File: src/timer_wave_pkg.sv
// constants, types and mode decoding shared by the timer waveform control
package timer_wave_pkg;

  // ---------------------------------------------------------------
  // register byte addresses
  // ---------------------------------------------------------------
  localparam logic [7:0] ADDR_CTRL_A = 8'h80;
  localparam logic [7:0] ADDR_CTRL_B = 8'h84;
  localparam logic [7:0] ADDR_CMP_A = 8'h88;
  localparam logic [7:0] ADDR_CMP_B = 8'h8c;
  localparam logic [7:0] ADDR_CAPTURE = 8'h90;
  localparam logic [7:0] ADDR_COUNTER = 8'h94;
  localparam logic [7:0] ADDR_STATUS = 8'h98;
  localparam logic [7:0] ADDR_MASK = 8'h9c;

  // ---------------------------------------------------------------
  // field positions, write masks and reset values
  // ---------------------------------------------------------------
  localparam int ACT_A_LSB = 6;
  localparam int ACT_B_LSB = 4;
  localparam int WGM_LO_LSB = 0;
  localparam int WGM_HI_LSB = 3;
  localparam logic [7:0] CTRL_A_WMASK = 8'hf3;
  localparam logic [7:0] CTRL_A_RESET = 8'h00;
  localparam logic [1:0] WGM_HI_RESET = 2'h0;
  localparam logic [15:0] WORD_RESET = 16'h0000;
  localparam int ST_OVF = 0;
  localparam int ST_MATCH_A = 1;
  localparam int ST_MATCH_B = 2;
  localparam int ST_WIDTH = 3;
  localparam logic [2:0] ST_RESET = 3'h0;

  // ---------------------------------------------------------------
  // counter limits
  // ---------------------------------------------------------------
  localparam logic [15:0] TOP_MAX = 16'hffff;
  localparam logic [15:0] TOP_8 = 16'h00ff;
  localparam logic [15:0] TOP_9 = 16'h01ff;
  localparam logic [15:0] TOP_10 = 16'h03ff;
  localparam logic [15:0] BOTTOM = 16'h0000;
  localparam logic [15:0] STEP = 16'h0001;

  // ---------------------------------------------------------------
  // waveform mode numbers
  // ---------------------------------------------------------------
  localparam logic [3:0] MODE_PC8 = 4'h1;
  localparam logic [3:0] MODE_PC9 = 4'h2;
  localparam logic [3:0] MODE_PC10 = 4'h3;
  localparam logic [3:0] MODE_CTC_CMP = 4'h4;
  localparam logic [3:0] MODE_FP8 = 4'h5;
  localparam logic [3:0] MODE_FP9 = 4'h6;
  localparam logic [3:0] MODE_FP10 = 4'h7;
  localparam logic [3:0] MODE_PFC_CAP = 4'h8;
  localparam logic [3:0] MODE_PFC_CMP = 4'h9;
  localparam logic [3:0] MODE_PC_CAP = 4'ha;
  localparam logic [3:0] MODE_PC_CMP = 4'hb;
  localparam logic [3:0] MODE_CTC_CAP = 4'hc;
  localparam logic [3:0] MODE_FP_CAP = 4'he;
  localparam logic [3:0] MODE_FP_CMP = 4'hf;

  // ---------------------------------------------------------------
  // output actions and types
  // ---------------------------------------------------------------
  localparam logic [1:0] ACT_TOGGLE = 2'h1;
  localparam logic [1:0] ACT_CLEAR = 2'h2;
  localparam logic [1:0] ACT_SET = 2'h3;

  typedef enum logic [1:0] {FAM_NONPWM = 2'b00, FAM_FAST = 2'b01, FAM_PC = 2'b10, FAM_PFC = 2'b11} family_t;
  typedef enum logic [1:0] {UPD_IMM = 2'b00, UPD_TOP = 2'b01, UPD_BOT = 2'b10} update_t;
  typedef enum logic [1:0] {OVF_MAX = 2'b00, OVF_TOP = 2'b01, OVF_BOT = 2'b10} ovf_point_t;
  typedef enum logic {DIR_UP = 1'b0, DIR_DOWN = 1'b1} dir_t;

  typedef struct packed {
    family_t fam;
    update_t upd;
    ovf_point_t ovf;
  } mode_info_t;

  // per-channel events handed to an output channel
  typedef struct packed {
    logic match;
    logic up;
    logic wrap;
    logic cmp_top;
  } chan_ev_t;

  // mode number to family, update point and flag point
  function automatic mode_info_t mode_decode(input logic [3:0] m);
    mode_info_t r;
    r = '{FAM_NONPWM, UPD_IMM, OVF_MAX};
    case (m)
      MODE_PC8, MODE_PC9, MODE_PC10, MODE_PC_CAP, MODE_PC_CMP: r = '{FAM_PC, UPD_TOP, OVF_BOT};
      MODE_FP8, MODE_FP9, MODE_FP10, MODE_FP_CAP, MODE_FP_CMP: r = '{FAM_FAST, UPD_BOT, OVF_TOP};
      MODE_PFC_CAP, MODE_PFC_CMP: r = '{FAM_PFC, UPD_BOT, OVF_BOT};
      default: r = '{FAM_NONPWM, UPD_IMM, OVF_MAX};
    endcase
    return r;
  endfunction

  // mode number to counter top value
  function automatic logic [15:0] mode_top(input logic [3:0] m, input logic [15:0] cmp, input logic [15:0] cap);
    logic [15:0] t;
    t = TOP_MAX;
    case (m)
      MODE_PC8, MODE_FP8: t = TOP_8;
      MODE_PC9, MODE_FP9: t = TOP_9;
      MODE_PC10, MODE_FP10: t = TOP_10;
      MODE_CTC_CMP, MODE_PFC_CMP, MODE_PC_CMP, MODE_FP_CMP: t = cmp;
      MODE_CTC_CAP, MODE_PFC_CAP, MODE_PC_CAP, MODE_FP_CAP: t = cap;
      default: t = TOP_MAX;
    endcase
    return t;
  endfunction

endpackage

File: src/timer_waveform_mode_control.sv
// timer waveform mode control with avalon register slave
//
// Register access over Avalon-MM was left to the implementer.
`timescale 1ns/100ps
module timer_waveform_mode_control (
  input wire logic clock,
  input wire logic rst,
  input wire logic [7:0] address,
  input wire logic read,
  input wire logic write,
  input wire logic [31:0] writedata,
  output logic [31:0] readdata,
  output logic waitrequest,
  input wire logic timer_tick,
  output logic timer1_compare_out_a,
  output logic timer1_compare_out_b,
  output logic pin_override_a,
  output logic pin_override_b,
  output logic irq
);
  import timer_wave_pkg::*;

  // ---------------------------------------------------------------
  // state
  // ---------------------------------------------------------------
  logic [7:0] ctrl_a; // output actions and low mode bits
  logic [1:0] mode_hi; // high mode bits
  logic [15:0] buf_a; // compare a as written
  logic [15:0] buf_b; // compare b as written
  logic [15:0] cmp_a; // compare a in use
  logic [15:0] cmp_b; // compare b in use
  logic [15:0] capture; // capture value, software loaded
  logic [15:0] cnt; // counter value
  dir_t dir; // counting direction
  dir_t next_dir;
  logic [ST_WIDTH-1:0] status; // sticky events
  logic [ST_WIDTH-1:0] mask; // interrupt enables
  logic ack; // second cycle of a bus access

  // ---------------------------------------------------------------
  // avalon decode
  // ---------------------------------------------------------------
  wire sel = read | write;
  wire wr_ok = write & ack; // write lands on the answering edge
  wire rd_ok = read & ~ack; // read data captured on the first edge
  wire hit_ctrl_a = address == ADDR_CTRL_A;
  wire hit_ctrl_b = address == ADDR_CTRL_B;
  wire hit_cmp_a = address == ADDR_CMP_A;
  wire hit_cmp_b = address == ADDR_CMP_B;
  wire hit_cap = address == ADDR_CAPTURE;
  wire hit_cnt = address == ADDR_COUNTER;
  wire hit_status = address == ADDR_STATUS;
  wire hit_mask = address == ADDR_MASK;
  // one wait state on every access
  assign waitrequest = sel & ~ack;

  // read mux, unmapped reads give zero
  wire [31:0] rd_mux =
    hit_ctrl_a ? {24'h000000, ctrl_a} :
    hit_ctrl_b ? {27'h0000000, mode_hi, 3'h0} :
    hit_cmp_a ? {16'h0000, buf_a} :
    hit_cmp_b ? {16'h0000, buf_b} :
    hit_cap ? {16'h0000, capture} :
    hit_cnt ? {16'h0000, cnt} :
    hit_status ? {29'h00000000, status} :
    hit_mask ? {29'h00000000, mask} :
    32'h00000000;

  // ---------------------------------------------------------------
  // mode decode
  // ---------------------------------------------------------------
  // reserved mode thirteen falls through to normal counting
  wire [3:0] mode = {mode_hi, ctrl_a[WGM_LO_LSB+1:WGM_LO_LSB]};
  mode_info_t info;
  assign info = mode_decode(mode);
  wire is_dual = info.fam == FAM_PC || info.fam == FAM_PFC;
  wire is_fast = info.fam == FAM_FAST;
  // top from fixed value, compare a or capture
  wire [15:0] top = mode_top(mode, cmp_a, capture);
  wire at_top = cnt == top;
  wire at_bot = cnt == BOTTOM;

  // ---------------------------------------------------------------
  // counter sequencing
  // ---------------------------------------------------------------
  // direction only reverses in the dual slope modes
  always_comb begin
    case (dir)
      DIR_UP: next_dir = (is_dual && at_top) ? DIR_DOWN : DIR_UP;
      DIR_DOWN: next_dir = (!is_dual || at_bot) ? DIR_UP : DIR_DOWN;
      default: next_dir = DIR_UP;
    endcase
  end

  // single slope wraps at top, dual slope steps along direction
  wire [15:0] next_cnt = (!is_dual && at_top) ? BOTTOM :
    (next_dir == DIR_DOWN ? cnt - STEP : cnt + STEP);
  // fast pwm passes through bottom on the wrap tick
  wire wrap = timer_tick & is_fast & at_top;

  // ---------------------------------------------------------------
  // event points
  // ---------------------------------------------------------------
  wire ovf_ev = timer_tick & (info.ovf == OVF_MAX ? cnt == TOP_MAX :
    (info.ovf == OVF_TOP ? at_top : at_bot));
  wire upd_ev = (info.upd == UPD_IMM) |
    (info.upd == UPD_TOP & timer_tick & at_top) |
    (info.upd == UPD_BOT & (is_dual ? timer_tick & at_bot : wrap));
  wire match_a = timer_tick & cnt == cmp_a;
  wire match_b = timer_tick & cnt == cmp_b;
  // toggle on channel a only in the compare-a-as-top pwm modes and in fast pwm with capture as top
  wire toggle_a_ok = mode == MODE_FP_CAP || mode == MODE_FP_CMP ||
    mode == MODE_PFC_CMP || mode == MODE_PC_CMP;

  // events gathered for the status register
  wire [ST_WIDTH-1:0] events = {match_b, match_a, ovf_ev};
  wire [ST_WIDTH-1:0] clr_bits = (wr_ok & hit_status) ? writedata[ST_WIDTH-1:0] : ST_RESET;
  // set wins over a clear in the same cycle
  wire [ST_WIDTH-1:0] next_status = (status & ~clr_bits) | events;

  // ---------------------------------------------------------------
  // output channels
  // ---------------------------------------------------------------
  logic [1:0] act [2];
  logic tok [2];
  chan_ev_t ev [2];
  logic ch_out [2];
  logic ch_ovr [2];

  assign act[0] = ctrl_a[ACT_A_LSB+1:ACT_A_LSB];
  assign act[1] = ctrl_a[ACT_B_LSB+1:ACT_B_LSB];
  // only channel a may toggle in a pwm mode
  assign tok[0] = toggle_a_ok;
  assign tok[1] = 1'b0;
  // per channel: match, direction, wrap, compare sitting on top
  assign ev[0] = '{match_a, dir == DIR_UP, wrap, cmp_a == top};
  assign ev[1] = '{match_b, dir == DIR_UP, wrap, cmp_b == top};

  genvar gi;
  generate
    for (gi = 0; gi < 2; gi++) begin : g_chan
      compare_output_channel u_chan (
        .clock(clock),
        .rst(rst),
        .fam(info.fam),
        .action(act[gi]),
        .toggle_ok(tok[gi]),
        .ev(ev[gi]),
        .out(ch_out[gi]),
        .override(ch_ovr[gi])
      );
    end
  endgenerate

  assign timer1_compare_out_a = ch_out[0];
  assign timer1_compare_out_b = ch_out[1];
  assign pin_override_a = ch_ovr[0];
  assign pin_override_b = ch_ovr[1];
  // level interrupt while any unmasked event is pending
  assign irq = |(status & mask);

  // ---------------------------------------------------------------
  // bus handshake and read data
  // ---------------------------------------------------------------
  always_ff @(posedge clock) begin
    if (rst) begin
      ack <= 1'b0;
      readdata <= 32'h00000000;
    end else begin
      ack <= sel & ~ack;
      if (rd_ok) begin
        readdata <= rd_mux;
      end
    end
  end

  // ---------------------------------------------------------------
  // software registers
  // ---------------------------------------------------------------
  always_ff @(posedge clock) begin
    if (rst) begin
      ctrl_a <= CTRL_A_RESET;
      mode_hi <= WGM_HI_RESET;
      buf_a <= WORD_RESET;
      buf_b <= WORD_RESET;
      capture <= WORD_RESET;
      mask <= ST_RESET;
    end else if (wr_ok) begin
      // reserved bits 3:2 of control a stay zero
      if (hit_ctrl_a) begin
        ctrl_a <= writedata[7:0] & CTRL_A_WMASK;
      end
      if (hit_ctrl_b) begin
        mode_hi <= writedata[WGM_HI_LSB+1:WGM_HI_LSB];
      end
      if (hit_cmp_a) begin
        buf_a <= writedata[15:0];
      end
      if (hit_cmp_b) begin
        buf_b <= writedata[15:0];
      end
      if (hit_cap) begin
        capture <= writedata[15:0];
      end
      if (hit_mask) begin
        mask <= writedata[ST_WIDTH-1:0];
      end
    end
  end

  // ---------------------------------------------------------------
  // counter, compare buffers and status
  // ---------------------------------------------------------------
  always_ff @(posedge clock) begin
    if (rst) begin
      cnt <= BOTTOM;
      dir <= DIR_UP;
      cmp_a <= WORD_RESET;
      cmp_b <= WORD_RESET;
      status <= ST_RESET;
    end else begin
      status <= next_status;
      if (timer_tick) begin
        cnt <= next_cnt;
        dir <= next_dir;
      end
      // buffered compare values move in at the update point
      if (upd_ev) begin
        cmp_a <= buf_a;
        cmp_b <= buf_b;
      end
    end
  end
endmodule

File: src/compare_output_channel.sv
// one compare output channel: set, clear or toggle per mode family
`timescale 1ns/100ps
module compare_output_channel (
  input wire logic clock,
  input wire logic rst,
  input wire timer_wave_pkg::family_t fam,
  input wire logic [1:0] action,
  input wire logic toggle_ok,
  input wire timer_wave_pkg::chan_ev_t ev,
  output logic out,
  output logic override
);
  import timer_wave_pkg::*;

  // ---------------------------------------------------------------
  // action decode
  // ---------------------------------------------------------------
  wire is_pwm = fam != FAM_NONPWM;
  wire is_dual = fam == FAM_PC || fam == FAM_PFC;
  // match that may drive a fast pwm edge; ignored when compare sits on top
  wire fast_match = ev.match & ~ev.cmp_top;
  // high action bit: 10 non-inverting, 11 inverting
  wire inv = action == ACT_SET;
  wire pwm_act = action[1];
  wire tgl = ev.match & (action == ACT_TOGGLE) & (~is_pwm | toggle_ok);
  // non-pwm set and clear on match
  wire np_set = ~is_pwm & ev.match & (action == ACT_SET);
  wire np_clr = ~is_pwm & ev.match & (action == ACT_CLEAR);
  // fast pwm: match edge and bottom edge of opposite sense
  wire fp_on = fam == FAM_FAST & pwm_act;
  wire fp_set = fp_on & (inv ? fast_match : ev.wrap);
  wire fp_clr = fp_on & (inv ? ev.wrap : fast_match);
  // dual slope: sense flips with counting direction
  wire ds_on = is_dual & pwm_act & ev.match;
  wire ds_set = ds_on & (ev.up == inv);
  wire ds_clr = ds_on & (ev.up != inv);
  wire do_set = np_set | fp_set | ds_set;
  wire do_clr = np_clr | fp_clr | ds_clr;
  wire next_out = tgl ? ~out : (do_set ? 1'b1 : (do_clr ? 1'b0 : out));

  // any nonzero action takes the pin from the port logic
  assign override = |action;

  // ---------------------------------------------------------------
  // output flip-flop
  // ---------------------------------------------------------------
  always_ff @(posedge clock) begin
    if (rst) begin
      out <= 1'b0;
    end else begin
      out <= next_out;
    end
  end
endmodule

File: config.mk
export PLATFORM = sky130hd
export DESIGN_NAME = timer_waveform_mode_control
export DESIGN_NICKNAME = d
export VERILOG_FILES = /design/src/timer_wave_pkg.sv /design/src/timer_waveform_mode_control.sv /design/src/compare_output_channel.sv
export SDC_FILE = /design/constraint.sdc
export NUM_CORES = 1
export LEC_CHECK = 0
export BUFFER_PORTS_ARGS = -buffer_cell sky130_fd_sc_hd__buf_2
export CAP_MARGIN = 20
export CELL_PAD_IN_SITES_DETAIL_PLACEMENT = 0
export CELL_PAD_IN_SITES_GLOBAL_PLACEMENT = 1
export CORE_AREA = 2 2 140 142
export DETAILED_ROUTE_END_ITERATION = 8
export DIE_AREA = 0 0 142 144
export PLACE_DENSITY_LB_ADDON = 0.1
export SLEW_MARGIN = 20
export SYNTH_ARGS = -nofsm -noshare
export SYNTH_HDL_FRONTEND = slang
export SYNTH_SLANG_ARGS = --single-unit
File: constraint.sdc
create_clock -name clock -period 6.4 [get_ports clock]
set_input_delay 0.64 -clock clock [delete_from_list [all_inputs] [get_ports clock]]
set_output_delay 0.64 -clock clock [all_outputs]
set_load 0.02 [all_outputs]
==> metrics.txt <==
result of the run complete, no violations; endpoints failing hold 0; cell area after layout approximately 0.0094 mm²; number of H-tree branching levels 4; count of buffers inserted at the top-level ports 50; Comb power frac 0.055; total power density per cell area 217 mW/mm²; largest fanout on the critical path 25; number of buffers created by CTS 17; Power, Total slightly above 2 mW; register-to-register setup slack approximately 600 ps; number of cells on the worst reg-to-reg path 18; synthesized instance count between 1k and 1.5k; clock sinks 130; horizontal die dimension between 100 and 150 µm; worst slew margin relative to its limit 0.346; number of max-slew violations in the final report 0; worst hold path class reg -> reg; CTS tree built; net count reported at finish between 1k and 1.5k; Clk Latency, worst-skew pair around 420 ps; global placement routability congestion between 0.9 and 1; area delta synth->final 11.7%; Setup Viol. Count Final 0; Post-CTS Setup Inserts 0; pin count of the biggest net entering global routing between 60 and 70; number of flops mapped to enable cells by yosys 0; Starting Density 0.440; routed wire length 28000 µm; final period demand of the worst path around 5800 ps; type of the worst setup path reg -> reg; number of global-route vias before repair around 7.3k; Layout Cells excl Fill around 1.3k; Post-DRT Antenna Nets 0; wire length of the first global-routing pass 43200 µm; Data arrival, critical path ~6000 ps; area enclosed by the die boundary between 0.02 and 0.025 mm²; All-Layer GR Usage 0.278; share of the clock period used by the worst path after layout 0.907; actual slew at the worst max-slew pin just under 1000 ps; Hold Path Origin capture[0]; Placeable Area roughly 0.019 mm²; maximum VDD drop 0.000175 V; post-synthesis area per instance 7.77 µm²; setup repair after global routing missed its margin no; flop and latch count out of synthesis 130; total overflow reported by the global router 0; most used cells in the layout excluding fill and tap cells nand2_1 (145), dfxtp_1 (130), a21oi_1 (101), nor2_1 (90), mux2i_1 (54); startpoint class of the critical path flop; detailed-route vias per instance slightly below 6; launch point of the worst reg-to-reg path mode_hi[0]; PostCTS Resize Cnt 0; number of iterations in the first detailed-routing pass 6; share of synthesized flip-flops with an asynchronous set or reset 0; leakage dissipation about 3.8 nW; count of cell types in the netlist 77; placed instance area between 0.008 and 0.009 mm²; worst setup path endpoint cnt[15]; sequential share of power 0.406; hold bufs inserted after CTS 0; via count 7965; highest achievable clock rate 0.172 GHz; Max Clock Skew a little over 10 ps; worst-case hold slack about 470 ps; net switching share of the total power 0.239; aggregate negative setup slack 0 ps; clock buffer depth 2; commonest register cell after synthesis dfxtp_1; endpoint of the lowest-slack register-to-register path cnt[15]; diodes inserted 0; most common cell after layout, fill and taps aside nand2_1; Site Rows between 50 and 60; height of the die 144 µm; # placed instances 1309; worst setup path start mode_hi[0]; detailed placement HPWL slightly above 20000 µm; clock share of power 0.539; internal power roughly 1.5 mW; Syn Std Cell Area around 0.0084 mm²; net switching power of the design 0.487 mW; starting DRC count in detailed routing slightly above 600; root buf cell clkbuf_16; worst endpoint required time 6770 ps; total DRC errors in the routed layout 0; wire length per cell ~21 µm; IO Count 83; layout filler cell count between 1.5k and 2k; endpoint type of the worst setup path flop; antenna violations before repair 0; portion of the post-synthesis area used by sequential elements 0.310; clock transition at the register clock pins on the worst setup and hold paths after CTS around 60 ps; fraction of final layout cells with drive strength greater than 1 0.121; Max Cap Violations 0; count of synthesis-stage warnings from yosys 0
## worst min-delay path by stage
| stage | end | slack, ps | cells past startpoint |
|---|---|---|---|
| floorplan | capture[4] | 440 | 2 |
| global placement | capture[0] | 450 | 2 |
| detailed placement | capture[0] | 460 | 2 |
| CTS | capture[12] | 460 | 3 |
| global route | buf_b[8] | 470 | 3 |
| finish | capture[0] | 470 | 2 |
## cells by family (layout without fill, tap and decap cells)
kind of cell             after synthesis  count (layout)  share of synthesized area
flip-flops                           130             130                      0.310
XOR/XNOR                              58              58                     0.0604
AND/OR/NAND/NOR                      427             427                      0.248
multiplexers                          61              61                     0.0777
adder cells (fa/ha/maj)               19              19                     0.0292
AO/OA/AOI/OAI                        263             263                      0.209
other                                  1              16                   0.000446
buffers and inverters                122             129                     0.0649
## worst max-delay path: stages, from the launching register on
cell	delay (ps)
dfxtp_1	910
or4b_2	650
a21oi_2	320
a21o_1	170
o21ai_0	90
or4_4	590
o41ai_4	420
nand2_1	130
inv_1	260
ha_1	300
a21oi_1	200
o21ai_0	160
o2bb2ai_1	320
o2111ai_1	180
o211ai_1	150
o21ai_0	200
and3_1	240
o41ai_1	320
nand2b_1	130
## flip-flops by register name (all words and copies together), names as in the netlist
register	cells
ack	1
buf_a	16
buf_b	16
capture	16
cmp_a	16
cmp_b	16
cnt	16
ctrl_a	6
dir	1
g_chan.u_chan.out	2
mask	3
mode_hi	2
readdata	16
status	3
## power by group through the flow
stage	combinational, mW	sequential (mW)	clock, mW
CTS	0.111	0.826	1.12
floorplan	0.0743	0.846	0
global placement	0.111	0.844	0
detailed placement	0.111	0.844	0
global route	0.121	0.827	1.15
finish	0.111	0.826	1.10
## routing by layer
layer | routed length, µm | global-route usage
met1 | 13300 | 0.398
met2 | 12400 | 0.424
met3 | 1690 | 0.0536
met4 | 557 | 0.0868
met5 | 0 | 0
## final cells by class
class                   instances  area (µm²)  area share
repair buffers                 69         395      0.0421
well taps                     238         298      0.0317
flip-flops and latches        130        2600       0.277
clock buffers                  18         429      0.0457
clock inverters                14         226      0.0241
multi-input cells             844        5330       0.568
inverters                      28         105      0.0112
## cell usage after synthesis (3+ instances only)
cell type,count,area (µm²)
or3_1,8,50.1
a221oi_1,13,114
dfxtp_1,130,2600
a221o_1,4,40.0
a21oi_1,101,505
buf_2,4,20.0
nor3_1,23,115
and2_1,5,31.3
a2111oi_0,3,26.3
or2_2,5,31.3
nand2b_1,37,231
xnor2_1,44,385
inv_1,27,101
and3_1,7,43.8
clkbuf_1,64,240
mux4_2,3,67.6
mux2i_1,54,541
a31oi_1,7,43.8
ha_1,18,225
o31ai_1,3,22.5
or4b_2,4,40.0
o221ai_1,4,35.0
nor3b_1,3,22.5
nor2b_1,7,43.8
o21a_1,4,30.0
a211oi_1,12,90.1
nand2_1,145,544
o22ai_1,8,50.1
nor2_1,91,342
o21ai_0,30,150
o211ai_1,7,52.6
buf_1,5,18.8
a311oi_1,3,26.3
nor4_1,15,93.8
nand3b_1,8,60.1
a22oi_1,18,135
nand3_1,35,175
a21o_1,10,75.1
nand4_1,21,131
o2111ai_1,8,70.1
buf_4,20,150
xor2_1,14,123
mux2_2,4,45.0
## stage by stage
stage / worst slack [ps] / util
final: 597 / 0.492
after global routing: 207 / 0.492
after CTS: 584 / 0.492
after detailed placement: 628 / 0.458
after global placement: 631 / 0.458
after floorplan: 1660 / -
(Power assumes the default switching activity.)
